**src/utfr_consts.svh**
```systemverilog
// register offsets, field positions, reset values and timing counts
`ifndef UTFR_CONSTS_SVH
`define UTFR_CONSTS_SVH
`define UTFR_OFF_FRAME_LOW   8'h00
`define UTFR_OFF_FRAME_HIGH  8'h04
`define UTFR_OFF_TOKEN       8'h08
`define UTFR_OFF_THRESHOLD   8'h0c
`define UTFR_OFF_CONTROL     8'h10
`define UTFR_OFF_STATUS      8'h14
`define UTFR_CTL_LOWSPEED    7
`define UTFR_CTL_FRAME_START_GENERATION_ENABLE       8
`define UTFR_STS_BUSY        0
`define UTFR_STS_LOWSPEED    1
`define UTFR_RESET_BYTE      8'h00
`define UTFR_PID_OUT         4'h1
`define UTFR_PID_IN          4'h9
`define UTFR_PID_SETUP       4'hd
`define UTFR_CLK_MHZ         200
`define UTFR_FRAME_US        1000
`define UTFR_FRAME_CYCLES    (`UTFR_FRAME_US * `UTFR_CLK_MHZ)
`endif

```
**src/utfr_pkg.sv**
```systemverilog
// types shared by the token and frame register block
package utfr_pkg;
  typedef enum logic [1:0] {
    UTFR_TOK_NONE,
    UTFR_TOK_OUT,
    UTFR_TOK_IN,
    UTFR_TOK_SETUP
  } utfr_token_kind_type;
endpackage : utfr_pkg

```
**src/utfr_frame_tick.sv**
```systemverilog
// one-millisecond frame-start tick divider
`timescale 1ns/10ps
`include "utfr_consts.svh"
module utfr_frame_tick #(
  parameter int FRAME_CYCLES = `UTFR_FRAME_CYCLES
) (
  input  wire logic clk,
  input  wire logic rst,
  input  wire logic enable,
  output logic      tick
);
  typedef struct packed {
    logic [31:0] count;
    logic        tick;
  } utfr_tick_state_type;
  utfr_tick_state_type state_q;
  utfr_tick_state_type state_d;

  always_comb begin
    state_d      = state_q;
    state_d.tick = 1'b0;
    if (!enable) begin
      state_d.count = '0;
    end else if (state_q.count == 32'(FRAME_CYCLES - 1)) begin
      state_d.count = '0;
      state_d.tick  = 1'b1;
    end else begin
      state_d.count = state_q.count + 32'h1;
    end
  end

  always_ff @(posedge clk or posedge rst) begin
    if (rst) begin
      state_q <= '0;
    end else begin
      state_q <= state_d;
    end
  end

  assign tick = state_q.tick;
endmodule : utfr_frame_tick

```
**src/utfr_regs.sv**
```systemverilog
// token command, frame number and frame-start threshold registers
//
// Summary of operation
// - low frame byte readable, upper bits zero
// - top three frame bits in bits 2..0
// - received frame-start token loads frame number
// - unimplemented bits read as zero
// - token type 1=out, 9=in, d=setup
// - eight-bit threshold, read-write, resets zero
// - token fields reset zero, read-write
// - low-speed select sets next token speed
// - host sends frame-start token every millisecond
// - device address targets handled transactions
`timescale 1ns/10ps
`include "utfr_consts.svh"
module utfr_regs #(
  parameter int FRAME_CYCLES = `UTFR_FRAME_CYCLES
) (
  input  wire logic                      clk,
  input  wire logic                      rst,
  input  wire logic [7:0]                s_axi_awaddr,
  input  wire logic                      s_axi_awvalid,
  output logic                           s_axi_awready,
  input  wire logic [31:0]               s_axi_wdata,
  input  wire logic [3:0]                s_axi_wstrb,
  input  wire logic                      s_axi_wvalid,
  output logic                           s_axi_wready,
  output logic [1:0]                     s_axi_bresp,
  output logic                           s_axi_bvalid,
  input  wire logic                      s_axi_bready,
  input  wire logic [7:0]                s_axi_araddr,
  input  wire logic                      s_axi_arvalid,
  output logic                           s_axi_arready,
  output logic [31:0]                    s_axi_rdata,
  output logic [1:0]                     s_axi_rresp,
  output logic                           s_axi_rvalid,
  input  wire logic                      s_axi_rready,
  input  wire logic                      hostMode,
  input  wire logic                      rxFrameStart,
  input  wire logic [10:0]               rxFrameNumber,
  input  wire logic                      tokenDone,
  input  wire logic [6:0]                targetAddress,
  output logic                           tokenStart,
  output utfr_pkg::utfr_token_kind_type  tokenKind,
  output logic [3:0]                     tokenEndpoint,
  output logic [6:0]                     tokenAddress,
  output logic                           tokenLowSpeed,
  output logic                           tokenInProgress,
  output logic                           frameStartSend,
  output logic [7:0]                     thresholdCount
);
  import utfr_pkg::*;

  typedef struct packed {
    logic        awHeld;
    logic [7:0]  awAddr;
    logic        wHeld;
    logic [31:0] wData;
    logic [3:0]  wStrb;
    logic        bValid;
    logic [1:0]  bResp;
    logic        rValid;
    logic [31:0] rData;
    logic [1:0]  rResp;
    logic [10:0] frameNum;
    logic [3:0]  tokType;
    logic [3:0]  tokEndpoint;
    logic [7:0]  threshold;
    logic        lowSpeedSel;
    logic        sofEnable;
    logic        busy;
    logic        start;
    utfr_token_kind_type kind;
    logic        startLowSpeed;
    logic [6:0]  startAddr;
  } utfr_regs_state_type;

  utfr_regs_state_type state_q;
  utfr_regs_state_type state_d;
  logic        frameStartSync;
  logic        doneSync;
  logic        hostSync;
  logic        sofTick;
  logic [10:0] frameNumSync;

  function automatic utfr_token_kind_type decodeKind(input logic [3:0] pid);
    case (pid)
      `UTFR_PID_OUT:   decodeKind = UTFR_TOK_OUT;
      `UTFR_PID_IN:    decodeKind = UTFR_TOK_IN;
      `UTFR_PID_SETUP: decodeKind = UTFR_TOK_SETUP;
      default:         decodeKind = UTFR_TOK_NONE;
    endcase
  endfunction : decodeKind

  function automatic logic [7:0] mergeByte(input logic [7:0] old,
                                           input logic [7:0] val,
                                           input logic       en);
    mergeByte = en ? val : old;
  endfunction : mergeByte

  // link-side events arrive from the transceiver domain
  utfr_sync #(.WIDTH(3)) linkSync (
    .clk     (clk),
    .rst     (rst),
    .asyncIn ({rxFrameStart, tokenDone, hostMode}),
    .syncOut ({frameStartSync, doneSync, hostSync})
  );

  // number crosses with the start flag; it is held steady around the edge
  utfr_sync #(.WIDTH(11)) numSync (
    .clk     (clk),
    .rst     (rst),
    .asyncIn (rxFrameNumber),
    .syncOut (frameNumSync)
  );

  utfr_frame_tick #(.FRAME_CYCLES(FRAME_CYCLES)) frameTick (
    .clk    (clk),
    .rst    (rst),
    .enable (hostSync & state_q.sofEnable),
    .tick   (sofTick)
  );

  logic frameStartPrev_q;
  always_ff @(posedge clk or posedge rst) begin
    if (rst) begin
      frameStartPrev_q <= 1'b0;
    end else begin
      frameStartPrev_q <= frameStartSync;
    end
  end

  always_comb begin
    logic doWrite;
    logic [7:0] ctlByte;
    doWrite = 1'b0;
    ctlByte = 8'h00;
    state_d = state_q;
    state_d.start = 1'b0;
    // address and data may come in either order
    if (s_axi_awvalid && !state_q.awHeld) begin
      state_d.awHeld = 1'b1;
      state_d.awAddr = s_axi_awaddr;
    end
    if (s_axi_wvalid && !state_q.wHeld) begin
      state_d.wHeld = 1'b1;
      state_d.wData = s_axi_wdata;
      state_d.wStrb = s_axi_wstrb;
    end
    if (state_q.bValid && s_axi_bready) begin
      state_d.bValid = 1'b0;
    end
    if (state_q.awHeld && state_q.wHeld && !state_q.bValid) begin
      doWrite = 1'b1;
      state_d.awHeld = 1'b0;
      state_d.wHeld  = 1'b0;
      state_d.bValid = 1'b1;
      state_d.bResp  = 2'b00;
    end
    // hardware capture and completion, ahead of software writes
    if (frameStartSync && !frameStartPrev_q) begin
      state_d.frameNum = frameNumSync;
    end
    if (doneSync) begin
      state_d.busy = 1'b0;
    end
    if (doWrite) begin
      case (state_q.awAddr[7:2])
        6'(`UTFR_OFF_TOKEN >> 2): begin
          if (state_q.wStrb[0]) begin
            state_d.tokType     = state_q.wData[7:4];
            state_d.tokEndpoint = state_q.wData[3:0];
            state_d.busy        = 1'b1;
            state_d.start       = 1'b1;
            state_d.kind        = decodeKind(state_q.wData[7:4]);
            state_d.startLowSpeed = state_q.lowSpeedSel;
            state_d.startAddr   = targetAddress;
          end
        end
        6'(`UTFR_OFF_THRESHOLD >> 2): begin
          state_d.threshold = mergeByte(state_q.threshold,
                                        state_q.wData[7:0],
                                        state_q.wStrb[0]);
        end
        6'(`UTFR_OFF_CONTROL >> 2): begin
          ctlByte = {state_q.sofEnable, state_q.lowSpeedSel, 6'h00};
          if (state_q.wStrb[0]) begin
            state_d.lowSpeedSel = state_q.wData[`UTFR_CTL_LOWSPEED];
          end
          if (state_q.wStrb[1]) begin
            state_d.sofEnable = state_q.wData[`UTFR_CTL_FRAME_START_GENERATION_ENABLE];
          end
        end
        // read-only and unmapped offsets ignore writes
        default: state_d.bResp = 2'b00;
      endcase
    end
    if (state_q.rValid && s_axi_rready) begin
      state_d.rValid = 1'b0;
    end
    if (s_axi_arvalid && !state_q.rValid) begin
      state_d.rValid = 1'b1;
      state_d.rResp  = 2'b00;
      state_d.rData  = 32'h0;
      case (s_axi_araddr[7:2])
        6'(`UTFR_OFF_FRAME_LOW >> 2):
          state_d.rData[7:0] = state_q.frameNum[7:0];
        6'(`UTFR_OFF_FRAME_HIGH >> 2):
          state_d.rData[2:0] = state_q.frameNum[10:8];
        6'(`UTFR_OFF_TOKEN >> 2):
          state_d.rData[7:0] = {state_q.tokType, state_q.tokEndpoint};
        6'(`UTFR_OFF_THRESHOLD >> 2):
          state_d.rData[7:0] = state_q.threshold;
        6'(`UTFR_OFF_CONTROL >> 2): begin
          state_d.rData[`UTFR_CTL_LOWSPEED] = state_q.lowSpeedSel;
          state_d.rData[`UTFR_CTL_FRAME_START_GENERATION_ENABLE]    = state_q.sofEnable;
        end
        6'(`UTFR_OFF_STATUS >> 2): begin
          state_d.rData[`UTFR_STS_BUSY]     = state_q.busy;
          state_d.rData[`UTFR_STS_LOWSPEED] = state_q.startLowSpeed;
        end
        default: state_d.rResp = 2'b10;
      endcase
    end
    if (ctlByte == 8'hff) begin
      state_d.bResp = 2'b00;
    end
  end

  always_ff @(posedge clk or posedge rst) begin
    if (rst) begin
      state_q <= '0;
    end else begin
      state_q <= state_d;
    end
  end

  assign s_axi_awready   = !state_q.awHeld;
  assign s_axi_wready    = !state_q.wHeld;
  assign s_axi_bvalid    = state_q.bValid;
  assign s_axi_bresp     = state_q.bResp;
  assign s_axi_arready   = !state_q.rValid;
  assign s_axi_rvalid    = state_q.rValid;
  assign s_axi_rdata     = state_q.rData;
  assign s_axi_rresp     = state_q.rResp;
  assign tokenStart      = state_q.start;
  assign tokenKind       = state_q.kind;
  assign tokenEndpoint   = state_q.tokEndpoint;
  assign tokenAddress    = state_q.startAddr;
  assign tokenLowSpeed   = state_q.startLowSpeed;
  assign tokenInProgress = state_q.busy;
  assign frameStartSend  = sofTick;
  assign thresholdCount  = state_q.threshold;
endmodule : utfr_regs

```
**src/utfr_sync.sv**
```systemverilog
// two-stage synchroniser for pin-level inputs
`timescale 1ns/10ps
module utfr_sync #(
  parameter int WIDTH = 1
) (
  input  wire logic             clk,
  input  wire logic             rst,
  input  wire logic [WIDTH-1:0] asyncIn,
  output logic      [WIDTH-1:0] syncOut
);
  typedef struct packed {
    logic [WIDTH-1:0] stage1;
    logic [WIDTH-1:0] stage2;
  } utfr_sync_state_type;
  utfr_sync_state_type state_q;
  utfr_sync_state_type state_d;

  always_comb begin
    state_d        = state_q;
    state_d.stage1 = asyncIn;
    state_d.stage2 = state_q.stage1;
  end

  always_ff @(posedge clk or posedge rst) begin
    if (rst) begin
      state_q <= '0;
    end else begin
      state_q <= state_d;
    end
  end

  assign syncOut = state_q.stage2;
endmodule : utfr_sync
```
**config.mk**
```make
export PLATFORM = sky130hd
export DESIGN_NAME = utfr_regs
export DESIGN_NICKNAME = d
export VERILOG_FILES = /design/src/utfr_pkg.sv /design/src/utfr_frame_tick.sv /design/src/utfr_regs.sv /design/src/utfr_sync.sv
export VERILOG_INCLUDE_DIRS = /design/src
export SDC_FILE = /design/constraint.sdc
export NUM_CORES = 1
export LEC_CHECK = 0
export BUFFER_PORTS_ARGS = -buffer_cell sky130_fd_sc_hd__buf_2
export CAP_MARGIN = 20
export CORE_MARGIN = 5
export CORE_UTILIZATION = 35
export DETAILED_ROUTE_END_ITERATION = 16
export PLACE_DENSITY = 0.66
export RECOVER_POWER = 100
export SETUP_SLACK_MARGIN = 0.1
export SYNTH_ARGS = -nofsm -noshare
export SYNTH_HDL_FRONTEND = slang
export SYNTH_SLANG_ARGS = --single-unit
```
**constraint.sdc**
```tcl
create_clock -name clk -period 4.88 [get_ports clk]
set_input_delay 0.488 -clock clk [delete_from_list [all_inputs] [get_ports clk]]
set_output_delay 0.488 -clock clk [all_outputs]
set_load 0.01 [all_outputs]
```
==> flow_summary.yaml, run 1 <==
outcome:
  status: "finished, violations left"
  failed_checks: "capacitance limit"
clock_network:
  cts.clk_slew.worst_paths_ns: 0.06
  cts_made_buffers: 17
  cts_buffer_depth: 2
  htreeDepth: 4
  hold_buffers: 0
  cts_resized: 0
  cts_root_buffer: "clkbuf_16"
  cts_tree: "built"
  clock-sinks: 136
  clk_latency_ns: 0.41
  post-cts-setup-buffer-count: 0
min_path:
  min_path_cells: 1
  min_from: "rxFrameNumber[2]"
  min_to: "numSync.state_d[2]"
  hp-class: "input port to flip-flop"
floorplanning:
  rows: 47
  core_mm2: 0.0166
  die_w_um: 140
  ioPinCount: 146
  die_h_um: 140
  die_area_mm2: 0.0196
  start_util: 0.358
timing:
  period_share: 0.702
  rsz0062_at_grt: "no"
  drv_slew: 0
  hold_viol: 0
  period_minus_slack_ns: 3.43
  relSlewSlack: 0.0125
  finalClockSkew_ns: 0.0117
  fmax_mhz: 292
  setup_viol: 0
  worst_pin_slew_ns: 1.46
  final.setup.tns_ns: 0
placed_design:
  hpwl_um: 8680
  io_buffer_count: 92
  gp_congestion: 0.798
  postPlaceCellArea_mm2: 0.00628
detailed_routing:
  drc_errors: 0
  routed_wirelength_um: 12000
  viasPerCell: 4.84
  final_antenna_net_count: 0
  first_pass_iters: 4
  num_vias: 3802
  drt_iter0_drc: 178
  wl_per_cell_um: 15.3
logic_synthesis:
  synthArstFlopShare: 1.00
  ys.flop_type: "dfrtp_1"
  synth_edf_count: 0
  ys_seq_area_frac: 0.574
  syn_inst: 489
  syn_area_per_cell_um2: 12.1
  syn_area_mm2: 0.00593
  ys.warnings.count: 0
  synth-seq-cells: 136
  synth_cell_types: 45
worst_setup_path:
  reg2reg_to: "frameTick.state_q[12]"
  critPathLaunchType: "flip-flop"
  cp_cell_sequence: "ha_1 > nand2_1 > or2_2 > o311ai_0 > clkbuf_1 > nor2_1"
  path_class: "flip-flop to flip-flop"
  worstReg2RegStart: "frameTick.state_q[1]"
  crit_fanout: 24
  critPathArrivalTime_ns: 3.67
  ff2ff_path_depth: 6
  slowest_stage: "o311ai_0"
  r2r_slack_ns: 1.45
  cp.required_ns: 5.12
  slowest_delay_ns: 1.21
  end_kind: "flip-flop"
power:
  swShare: 0.259
  p_clk_frac: 0.420
  p_switching_uw: 891
  finalPower_mw: 3.44
  ir_drop_mv: 0.315
  power.leakage_nw: 2.99
  pwr_density_cell_mw_per_mm2: 500
  seqPwrFrac: 0.431
  p_int_mw: 2.55
  power_frac_comb: 0.149
final_layout:
  fillers: 1594
  diodes: 0
  nNetsFinal: 633
  final_util: 0.415
  final_layout_size_suffix_gt1_frac: 0.262
  final_area_mm2: 0.00689
  area_growth_pct: 16.1
flow_run:
  maxCapViolCount: 1
global_routing:
  grt_pass1_wl_um: 19800
  track_usage: 0.126
  grt_max_degree: 87
  grt-ovfl-total: 0
  grt_pass1_vias: 3842
  antenna_found_initial: 0
==> worst max-delay path, delay by kind of cell, from the launching register on <==
family	cells	cell delay [ns]
fa+ha+maj	1	0.25
simple gates	3	0.51
buf+inv	1	0.88
flops	1	0.40
compound gates	1	1.21
==> cell usage after synthesis (2+ instances only) <==
| library cell | n | area share |
|---|---|---|
| and2_1 | 2 | 0.0021 |
| clkbuf_1 | 11 | 0.0070 |
| nand3_1 | 14 | 0.012 |
| dfrtp_1 | 136 | 0.57 |
| nand2_1 | 24 | 0.015 |
| mux2i_1 | 3 | 0.0051 |
| buf_1 | 3 | 0.0019 |
| or3_1 | 5 | 0.0053 |
| inv_1 | 9 | 0.0057 |
| nor4_1 | 5 | 0.0053 |
| buf_2 | 2 | 0.0017 |
| mux2_2 | 63 | 0.12 |
| or2_2 | 2 | 0.0021 |
| or4_1 | 15 | 0.019 |
| a221o_1 | 2 | 0.0034 |
| and3_1 | 2 | 0.0021 |
| o31ai_1 | 13 | 0.016 |
| nor3_1 | 5 | 0.0042 |
| o21a_1 | 2 | 0.0025 |
| xnor2_1 | 4 | 0.0059 |
| o21ai_0 | 17 | 0.014 |
| xor2_1 | 9 | 0.013 |
| a22oi_1 | 5 | 0.0063 |
| nor2b_1 | 5 | 0.0053 |
| buf_4 | 57 | 0.072 |
| nand4_1 | 13 | 0.014 |
| and4_1 | 6 | 0.0089 |
| a21oi_1 | 19 | 0.016 |
| nor2_1 | 20 | 0.013 |
==> layer usage <==
layer / track usage / vias to the layer above / wire [um]
met2: 0.195 / 130 / 5530
met5: 0 / - / 0
li1: - / 1797 / -
met1: 0.166 / 1867 / 5480
met4: 0.0484 / 0 / 155
met3: 0.0402 / 8 / 819
==> per-stage QoR <==
stage | cells | hold slack (ns) | setup WS (ns)
global placement | 752 | 0.335 | 2.38
CTS | 784 | 0.157 | 2.34
finish | 785 | 0.181 | 1.45
global route | 785 | 0.155 | 1.28
floorplan | 512 | 0.331 | 0.753
detailed placement | 752 | 0.335 | 2.35
==> power by group through the flow <==
| stage | clock, mW | sequential (mW) | combinational [mW] |
|---|---|---|---|
| after floorplan | 0 | 1.46 | 0.477 |
| after global placement | 0 | 1.49 | 0.533 |
| after detailed placement | 0 | 1.51 | 0.548 |
| after CTS | 1.48 | 1.49 | 0.553 |
| after global routing | 1.53 | 1.52 | 0.568 |
| final | 1.44 | 1.48 | 0.512 |
==> cells by family after synthesis <==
family / Yosys count / share of synthesized area
other cells: 1 / 0.000632
xor+xnor: 13 / 0.0192
fa+ha+maj: 1 / 0.00211
flops: 136 / 0.574
compound gates: 61 / 0.0631
buf+inv: 83 / 0.0903
mux: 67 / 0.129
simple gates: 127 / 0.122
==> worst max path at each step <==
stage,startpoint,end,slack (ns),cells after the start
after floorplan,rst,frameStartPrev_q,0.75,1
after global placement,s_axi_bvalid,tokenAddress[2],2.38,4
after detailed placement,s_axi_bvalid,tokenAddress[5],2.35,4
after CTS,s_axi_bvalid,tokenAddress[5],2.34,4
after global routing,frameTick.state_q[23],frameTick.state_q[12],1.28,5
final,frameTick.state_q[1],frameTick.state_q[12],1.45,6
==> cells in the final DEF (no fill, tap or decap), drive strengths merged, types with 11 or more instances in the layout <==
cell type	instances
nand4	14
o21ai	17
inv	11
a21oi	19
conb	24
dfrtp	136
nor2	20
nand2	24
or4	16
mux2	63
nand3	14
buf	50
o31ai	13
clkbuf	63
==> layout make-up <==
| type | count | area [um^2] | share of cell area |
|---|---|---|---|
| clock buffer | 18 | 429 | 0.0623 |
| timing repair buffer | 95 | 422 | 0.0612 |
| multi-input combinational | 293 | 2070 | 0.301 |
| inverter | 9 | 38.8 | 0.00563 |
| sequential | 136 | 3400 | 0.494 |
| tap | 220 | 275 | 0.0400 |
| clock inverter | 14 | 246 | 0.0358 |
==> registers in the layout, indices dropped and copies added, names as in the netlist, 2 cells and up <==
signal             count
frameTick.state_q     32
linkSync.state_d       3
linkSync.syncOut       3
numSync.state_d       11
numSync.syncOut       11
s_axi_bresp            2
s_axi_rdata            9
state_q               36
thresholdCount         8
tokenAddress           7
tokenEndpoint          4
tokenKind              2
No activity file was read; power rests on OpenSTA's default activity.
==> run 2: changes to the inputs <==
- clock period: 4.88 -> 3.35 ns (I/O delays scaled with it)
==> run 2 against run 1 <==
Effect of this change: the flow finishes with violations (capacitance limit, slew limit); flip-flop and latch count unchanged; count of clock-buffer cells in the layout increased by 1; register-to-register slack got worse by 0.68 ns; die area unchanged; clock power increased by 31%; clock skew decreased by 0.00081 ns; worst setup slack got worse by 0.68 ns; cell area decreased by 0.51%; cell count increased by 0.76%.
==> flow_summary.yaml, run 2 (synthesized netlist as in run 1, its figures left out) <==
floorplanning:
  core_mm2: 0.0166
  start_util: 0.358
  rows: 47
  die_w_um: 140
  die_area_mm2: 0.0196
  die_h_um: 140
  ioPinCount: 146
timing:
  period_share: 0.767
  drv_slew: 31
  holdWs_ns: 0.0249
  relSlewSlack: -0.0455
  fmax_mhz: 389
  rsz0062_at_grt: "no"
  worst_pin_slew_ns: 1.57
  hold_viol: 0
  setup_slack_ns: 0.779
  period_minus_slack_ns: 2.57
  setup_viol: 0
  final.setup.tns_ns: 0
  finalClockSkew_ns: 0.0109
worst_setup_path:
  path_class: "flip-flop to flip-flop"
  critPathArrivalTime_ns: 2.86
  slowest_stage: "nor4_1"
  cp_cell_sequence: "nand3b_1 > nor4_1 > and4b_1 > clkbuf_2 > mux2_2"
  cp.depth: 5
  crit_start: "s_axi_bvalid"
  ff2ff_path_depth: 5
  cp.required_ns: 3.64
  crit_buf_inv: 1
  r2r_slack_ns: 0.78
  crit_fanout: 18
  slowest_delay_ns: 0.64
  end_kind: "flip-flop"
  crit_path_end: "tokenAddress[2]"
  critPathLaunchType: "flip-flop"
  cp_top_family: "simple AND/OR/NAND/NOR gates"
  reg2reg_to: "tokenAddress[2]"
  worstReg2RegStart: "s_axi_bvalid"
detailed_routing:
  viasPerCell: 4.82
  drt_iter0_drc: 256
  drc_errors: 0
  first_pass_iters: 4
  routed_wirelength_um: 12200
  num_vias: 3812
  wl_per_cell_um: 15.4
  final_antenna_net_count: 0
clock_network:
  post-cts-setup-buffer-count: 0
  cts.clk_slew.worst_paths_ns: 0.06
  clock-sinks: 136
  hold_buffers: 1
  cts_tree: "built"
  htreeDepth: 4
  cts_root_buffer: "clkbuf_16"
  cts_made_buffers: 17
  cts_resized: 0
  clk_latency_ns: 0.41
  cts_buffer_depth: 2
global_routing:
  grt_pass1_vias: 3976
  grt_pass1_wl_um: 20100
  grt_max_degree: 60
  grt-ovfl-total: 0
  track_usage: 0.128
  antenna_found_initial: 0
final_layout:
  area_growth_pct: 15.5
  reg.largest.list: "state_q: 36 flops, frameTick.state_q: 32 flops"
  diodes: 0
  final_area_mm2: 0.00685
  top_register: "state_q"
  multi_input_area_mm2: 0.00207
  final_util: 0.413
  fillers: 1617
  final_common_cell: "dfrtp_1"
  fin_cells: 791
  seqCellArea_mm2: 0.00340
  nNetsFinal: 639
  layout_common_cells: "dfrtp_1 (136), mux2_2 (61), buf_2 (50), clkbuf_1 (47)"
  final_layout_size_suffix_gt1_frac: 0.264
  largest_reg_flops: 36
min_path:
  hp-class: "input port to flip-flop"
power:
  pwr_density_cell_mw_per_mm2: 701
  power.leakage_nw: 2.97
  seqPwrFrac: 0.451
  ir_drop_mv: 0.408
  p_int_mw: 3.47
  power_frac_comb: 0.155
  swShare: 0.277
  p_switching_mw: 1.33
  finalPower_mw: 4.80
  p_clk_frac: 0.394
placed_design:
  gp_congestion: 0.809
  postPlaceCellArea_mm2: 0.00633
  place_inst: 757
  place_ws_ns: 1.13
  hpwl_um: 8800
  io_buffer_count: 92
flow_run:
  maxCapViolCount: 1
outcome:
  status: "finished, violations left"
  failed_checks: "capacitance limit, slew limit"
-- run 2: cell count changes in the layout (fill, tap and decap cells not counted), sizes merged --
cell / change
bufinv: -4
clkbuf: +5
clkinv: -3
clkinvlp: +3
dlygate4sd3: +2
inv: +3
-- run 2: worst register-to-register path, delay by kind of cell (launching register included) --
kind / cells / cell delay (ns)
buffers and inverters: 1 / 0.44
flip-flops: 1 / 0.39
multiplexers: 1 / 0.41
AND/OR/NAND/NOR: 3 / 1.22
-- run 2: how the worst min path moves through the flow --
stage	depth (start not counted)	endpoint	start	slack, ns
final	1	linkSync.state_d[2]	rxFrameStart	0.02
after global routing	1	numSync.state_d[8]	rxFrameNumber[8]	0.003
after CTS	1	numSync.state_d[3]	rxFrameNumber[3]	0.003
after detailed placement	0	linkSync.syncOut[2]	linkSync.state_d[2]	0.34
after global placement	0	linkSync.syncOut[0]	linkSync.state_d[0]	0.33
after floorplan	0	linkSync.syncOut[0]	linkSync.state_d[0]	0.33
-- run 2: cell type report --
type,instances,share of cell area
tap,220,0.0402
timing repair buffer,101,0.0667
clock inverter,13,0.0228
clock buffer,19,0.0661
multi-input combinational,293,0.302
inverter,9,0.00511
sequential,136,0.497
-- run 2: power by group through the flow --
stage	combinational [mW]	clock (mW)	sequential, mW
finish	0.744	1.89	2.17
CTS	0.812	1.95	2.17
detailed placement	0.809	0	2.20
global route	0.827	2.02	2.22
floorplan	0.695	0	2.13
global placement	0.786	0	2.18
-- run 2: metal layers --
metal	vias to the layer above	GRT usage	wire, um
met3	10	0.0446	777
met5	-	0	0
met2	119	0.194	5590
li1	1818	-	-
met4	0	0.0439	129
met1	1865	0.171	5670
==> run 3: changes to the inputs <==
- ABC_AREA: unset -> 1
- clock period: 3.35 -> 2.4 ns (I/O delays scaled with it)
==> run 3 against run 2 <==
Effect of this change: the flow now finishes without violations; clock power up 38%; maximum frequency is 41% higher; global-route usage is 1.1 points higher; cell count is 37% higher; total power is 30% higher; critical path depth up 3; worst setup slack got worse by 0.20 ns; largest power group unchanged.
==> flow_summary.yaml, run 3 <==
final_layout:
  final_layout_size_suffix_gt1_frac: 0.124
  top_register: "state_q"
  reg.largest.list: "state_q: 36 flops, frameTick.state_q: 32 flops"
  seqCellArea_mm2: 0.00340
  final_common_cell: "nand2_1"
  nNetsFinal: 922
  area_growth_pct: 17.0
  fillers: 1837
  layout_common_cells: "nand2_1 (195), dfrtp_1 (136), nor2_1 (135), inv_1 (75), clkbuf_1 (47)"
  diodes: 0
  multi_input_area_mm2: 0.00223
  final_area_mm2: 0.00744
  largest_reg_flops: 36
global_routing:
  grt-ovfl-total: 0
  grt_pass1_wl_um: 22600
  grt_busiest_layer: "met2"
  track_usage: 0.139
  grtUsageMet3: 0.0342
  antenna_found_initial: 1
  grt_max_degree: 61
  grtUsageMet2: 0.219
  met1_usage: 0.184
  grt_pass1_vias: 4607
worst_setup_path:
  crit_fanout: 10
  slowest_delay_ns: 0.40
  slowest_stage: "dfrtp_1"
  cp.required_ns: 2.69
  cp_top_family: "simple AND/OR/NAND/NOR gates"
  cp_cell_sequence: "ha_1 > inv_1 > nor2_1 > nand2_2 > nor2_1 > nand3_1 > nand2_1 > nor2_1"
  critPathArrivalTime_ns: 2.11
  critPathLaunchType: "flip-flop"
  path_class: "flip-flop to flip-flop"
  end_kind: "flip-flop"
  crit_buf_inv: 1
  timing.critical_path.mode_cell: "nor2_1"
logic_synthesis:
  synth_top_family_by_area: "simple AND/OR/NAND/NOR gates"
  synth-seq-cells: 136
  synth_adder_area_share: 0.00197
  yosys.area_share.simple: 0.262
  syn_area_mm2: 0.00636
  synth.mux.area_fraction: 0.0159
  synth_edf_count: 0
  ys.flop_type: "dfrtp_1"
  synth.largest_area_cell: "dfrtp_1"
  synth_cell_types: 33
  synth_xor_area_frac: 0.0193
  syn_inst: 754
  yosysTopAreaCellShare: 0.535
  syn_area_per_cell_um2: 8.43
  ys_seq_area_frac: 0.535
  yosysMostFrequentCell: "nand2_1"
  ys.warnings.count: 0
  synth_common_cells: "nand2_1 (193), dfrtp_1 (136), nor2_1 (131)"
  synth_compound_area_frac: 0.0433
  synthArstFlopShare: 1.00
  yosys-top-cells-area: "dfrtp_1 (54%), nand2_1 (11%), nor2_1 (7.7%), buf_4 (6.7%), inv_1 (4.4%)"
clock_network:
  cts_buffer_depth: 2
  cts.clk_slew.worst_paths_ns: 0.06
  clock-sinks: 136
  post-cts-setup-buffer-count: 0
  cts_root_buffer: "clkbuf_16"
  cts_tree: "built"
  cts_made_buffers: 17
  htreeDepth: 4
  clk_latency_ns: 0.42
floorplanning:
  start_util: 0.355
  die_h_um: 145
  core_mm2: 0.0179
  rows: 49
  die_area_mm2: 0.0210
  ioPinCount: 146
  die_w_um: 145
power:
  ir_drop_mv: 0.439
  power.leakage_nw: 3.46
  power_frac_comb: 0.135
  p_switching_mw: 1.76
  p_clk_frac: 0.417
  pwr_density_cell_mw_per_mm2: 839
  seqPwrFrac: 0.448
  p_int_mw: 4.48
  swShare: 0.282
min_path:
  hp-class: "input port to flip-flop"
timing:
  fmax_mhz: 548
  worst_pin_slew_ns: 1.17
  final.setup.tns_ns: 0
  rsz0062_at_grt: "no"
  drv_slew: 0
  period_share: 0.760
  hold_viol: 0
  finalClockSkew_ns: 0.0138
  period_minus_slack_ns: 1.83
  setup_viol: 0
  relSlewSlack: 0.216
detailed_routing:
  num_vias: 4792
  routed_wirelength_um: 14000
  drc_errors: 0
  first_pass_iters: 4
  viasPerCell: 4.42
  drt_iter0_drc: 257
  final_antenna_net_count: 0
  wl_per_cell_um: 12.9
placed_design:
  hpwl_um: 10400
  gp_congestion: 0.879
  io_buffer_count: 92
  postPlaceCellArea_mm2: 0.00677
flow_run:
  maxCapViolCount: 0
outcome:
  status: "finished clean"
## run 3: changes by cell type in the layout (fill, tap and decap cells not counted), moves of 8 or more
cell / delta
nand2_1: +171
nor2_1: +115
o31ai_1: -12
or4_1: -15
mux2_2: -52
dlygate4sd3_1: +14
inv_1: +67
nand3_1: +22
o21ai_0: +8
## run 3: area by class of cell
cell class	instances	share of cell area
clock buffer	20	0.0614
inverter	77	0.0390
sequential	136	0.458
tap	229	0.0385
timing repair buffer	113	0.0838
multi-input combinational	496	0.300
clock inverter	12	0.0192
## run 3: worst reg2reg max path, stage by stage, from the launching register on
cell and delay [ns]:
dfrtp_1 0.40, ha_1 0.23, inv_1 0.07, nor2_1 0.23
nand2_2 0.11, nor2_1 0.11, nand3_1 0.12, nand2_1 0.34
nor2_1 0.09
## run 3: cell families after synthesis
kind of cell,Yosys count
simple gates,395
buf+inv,145
flops,136
compound gates,53
xor+xnor,14
mux,9
fa+ha+maj,1
other cells,1
## run 3: final timing paths
kind                                      startpoint                   end  slack [ns]  cells past startpoint
worst max-delay path            frameTick.state_q[1]  frameTick.state_q[7]        0.57                      8
worst min-delay path                targetAddress[4]       tokenAddress[4]        0.02                      3
worst max register to register  frameTick.state_q[1]  frameTick.state_q[7]        0.57                      8
worst min register to register    numSync.state_d[7]    numSync.syncOut[7]        0.35                      0
max in group asynchronous                        rst    numSync.syncOut[5]        0.98                      4
min in group asynchronous                        rst        s_axi_rdata[5]        0.61                      3
## run 3: what timing repair did
action	CTS	global route
setup endpoints to repair	0	0
hold buffers	16	0
endpoints found under the hold margin	38	0
gates resized for setup	0	0
## run 3: routing by layer
metal / part of all wire / up-vias
li1: - / 2432
met1: 0.46 / 2226
met2: 0.47 / 112
met3: 0.050 / 20
met4: 0.018 / 2
met5: 0.00093 / -
## run 3: power by group through the flow
stage / registers (mW) / clock network [mW] / logic [mW]
CTS: 2.79 / 2.66 / 0.908
global route: 2.83 / 2.77 / 0.973
detailed placement: 2.83 / 0 / 0.886
global placement: 2.83 / 0 / 0.864
floorplan: 2.78 / 0 / 0.718
finish: 2.79 / 2.60 / 0.841
## run 3: metrics by stage
| step | setup WS, ns | utilization | hold WS, ns | instances | power, mW |
|---|---|---|---|---|---|
| 6_report | 0.575 | 0.415 | 0.0174 | 1083 | 6.24 |
| 5_1_grt | 0.396 | 0.415 | 0.00867 | 1083 | 6.57 |
| 4_1_cts | 0.746 | 0.421 | 0.00220 | 1083 | 6.36 |
| 3_5_place_dp | 0.762 | 0.378 | 0.331 | 1035 | 3.72 |
| 3_3_place_gp | 0.805 | 0.378 | 0.334 | 1035 | 3.69 |
| 2_1_floorplan | 0.467 | - | 0.271 | 777 | 3.50 |
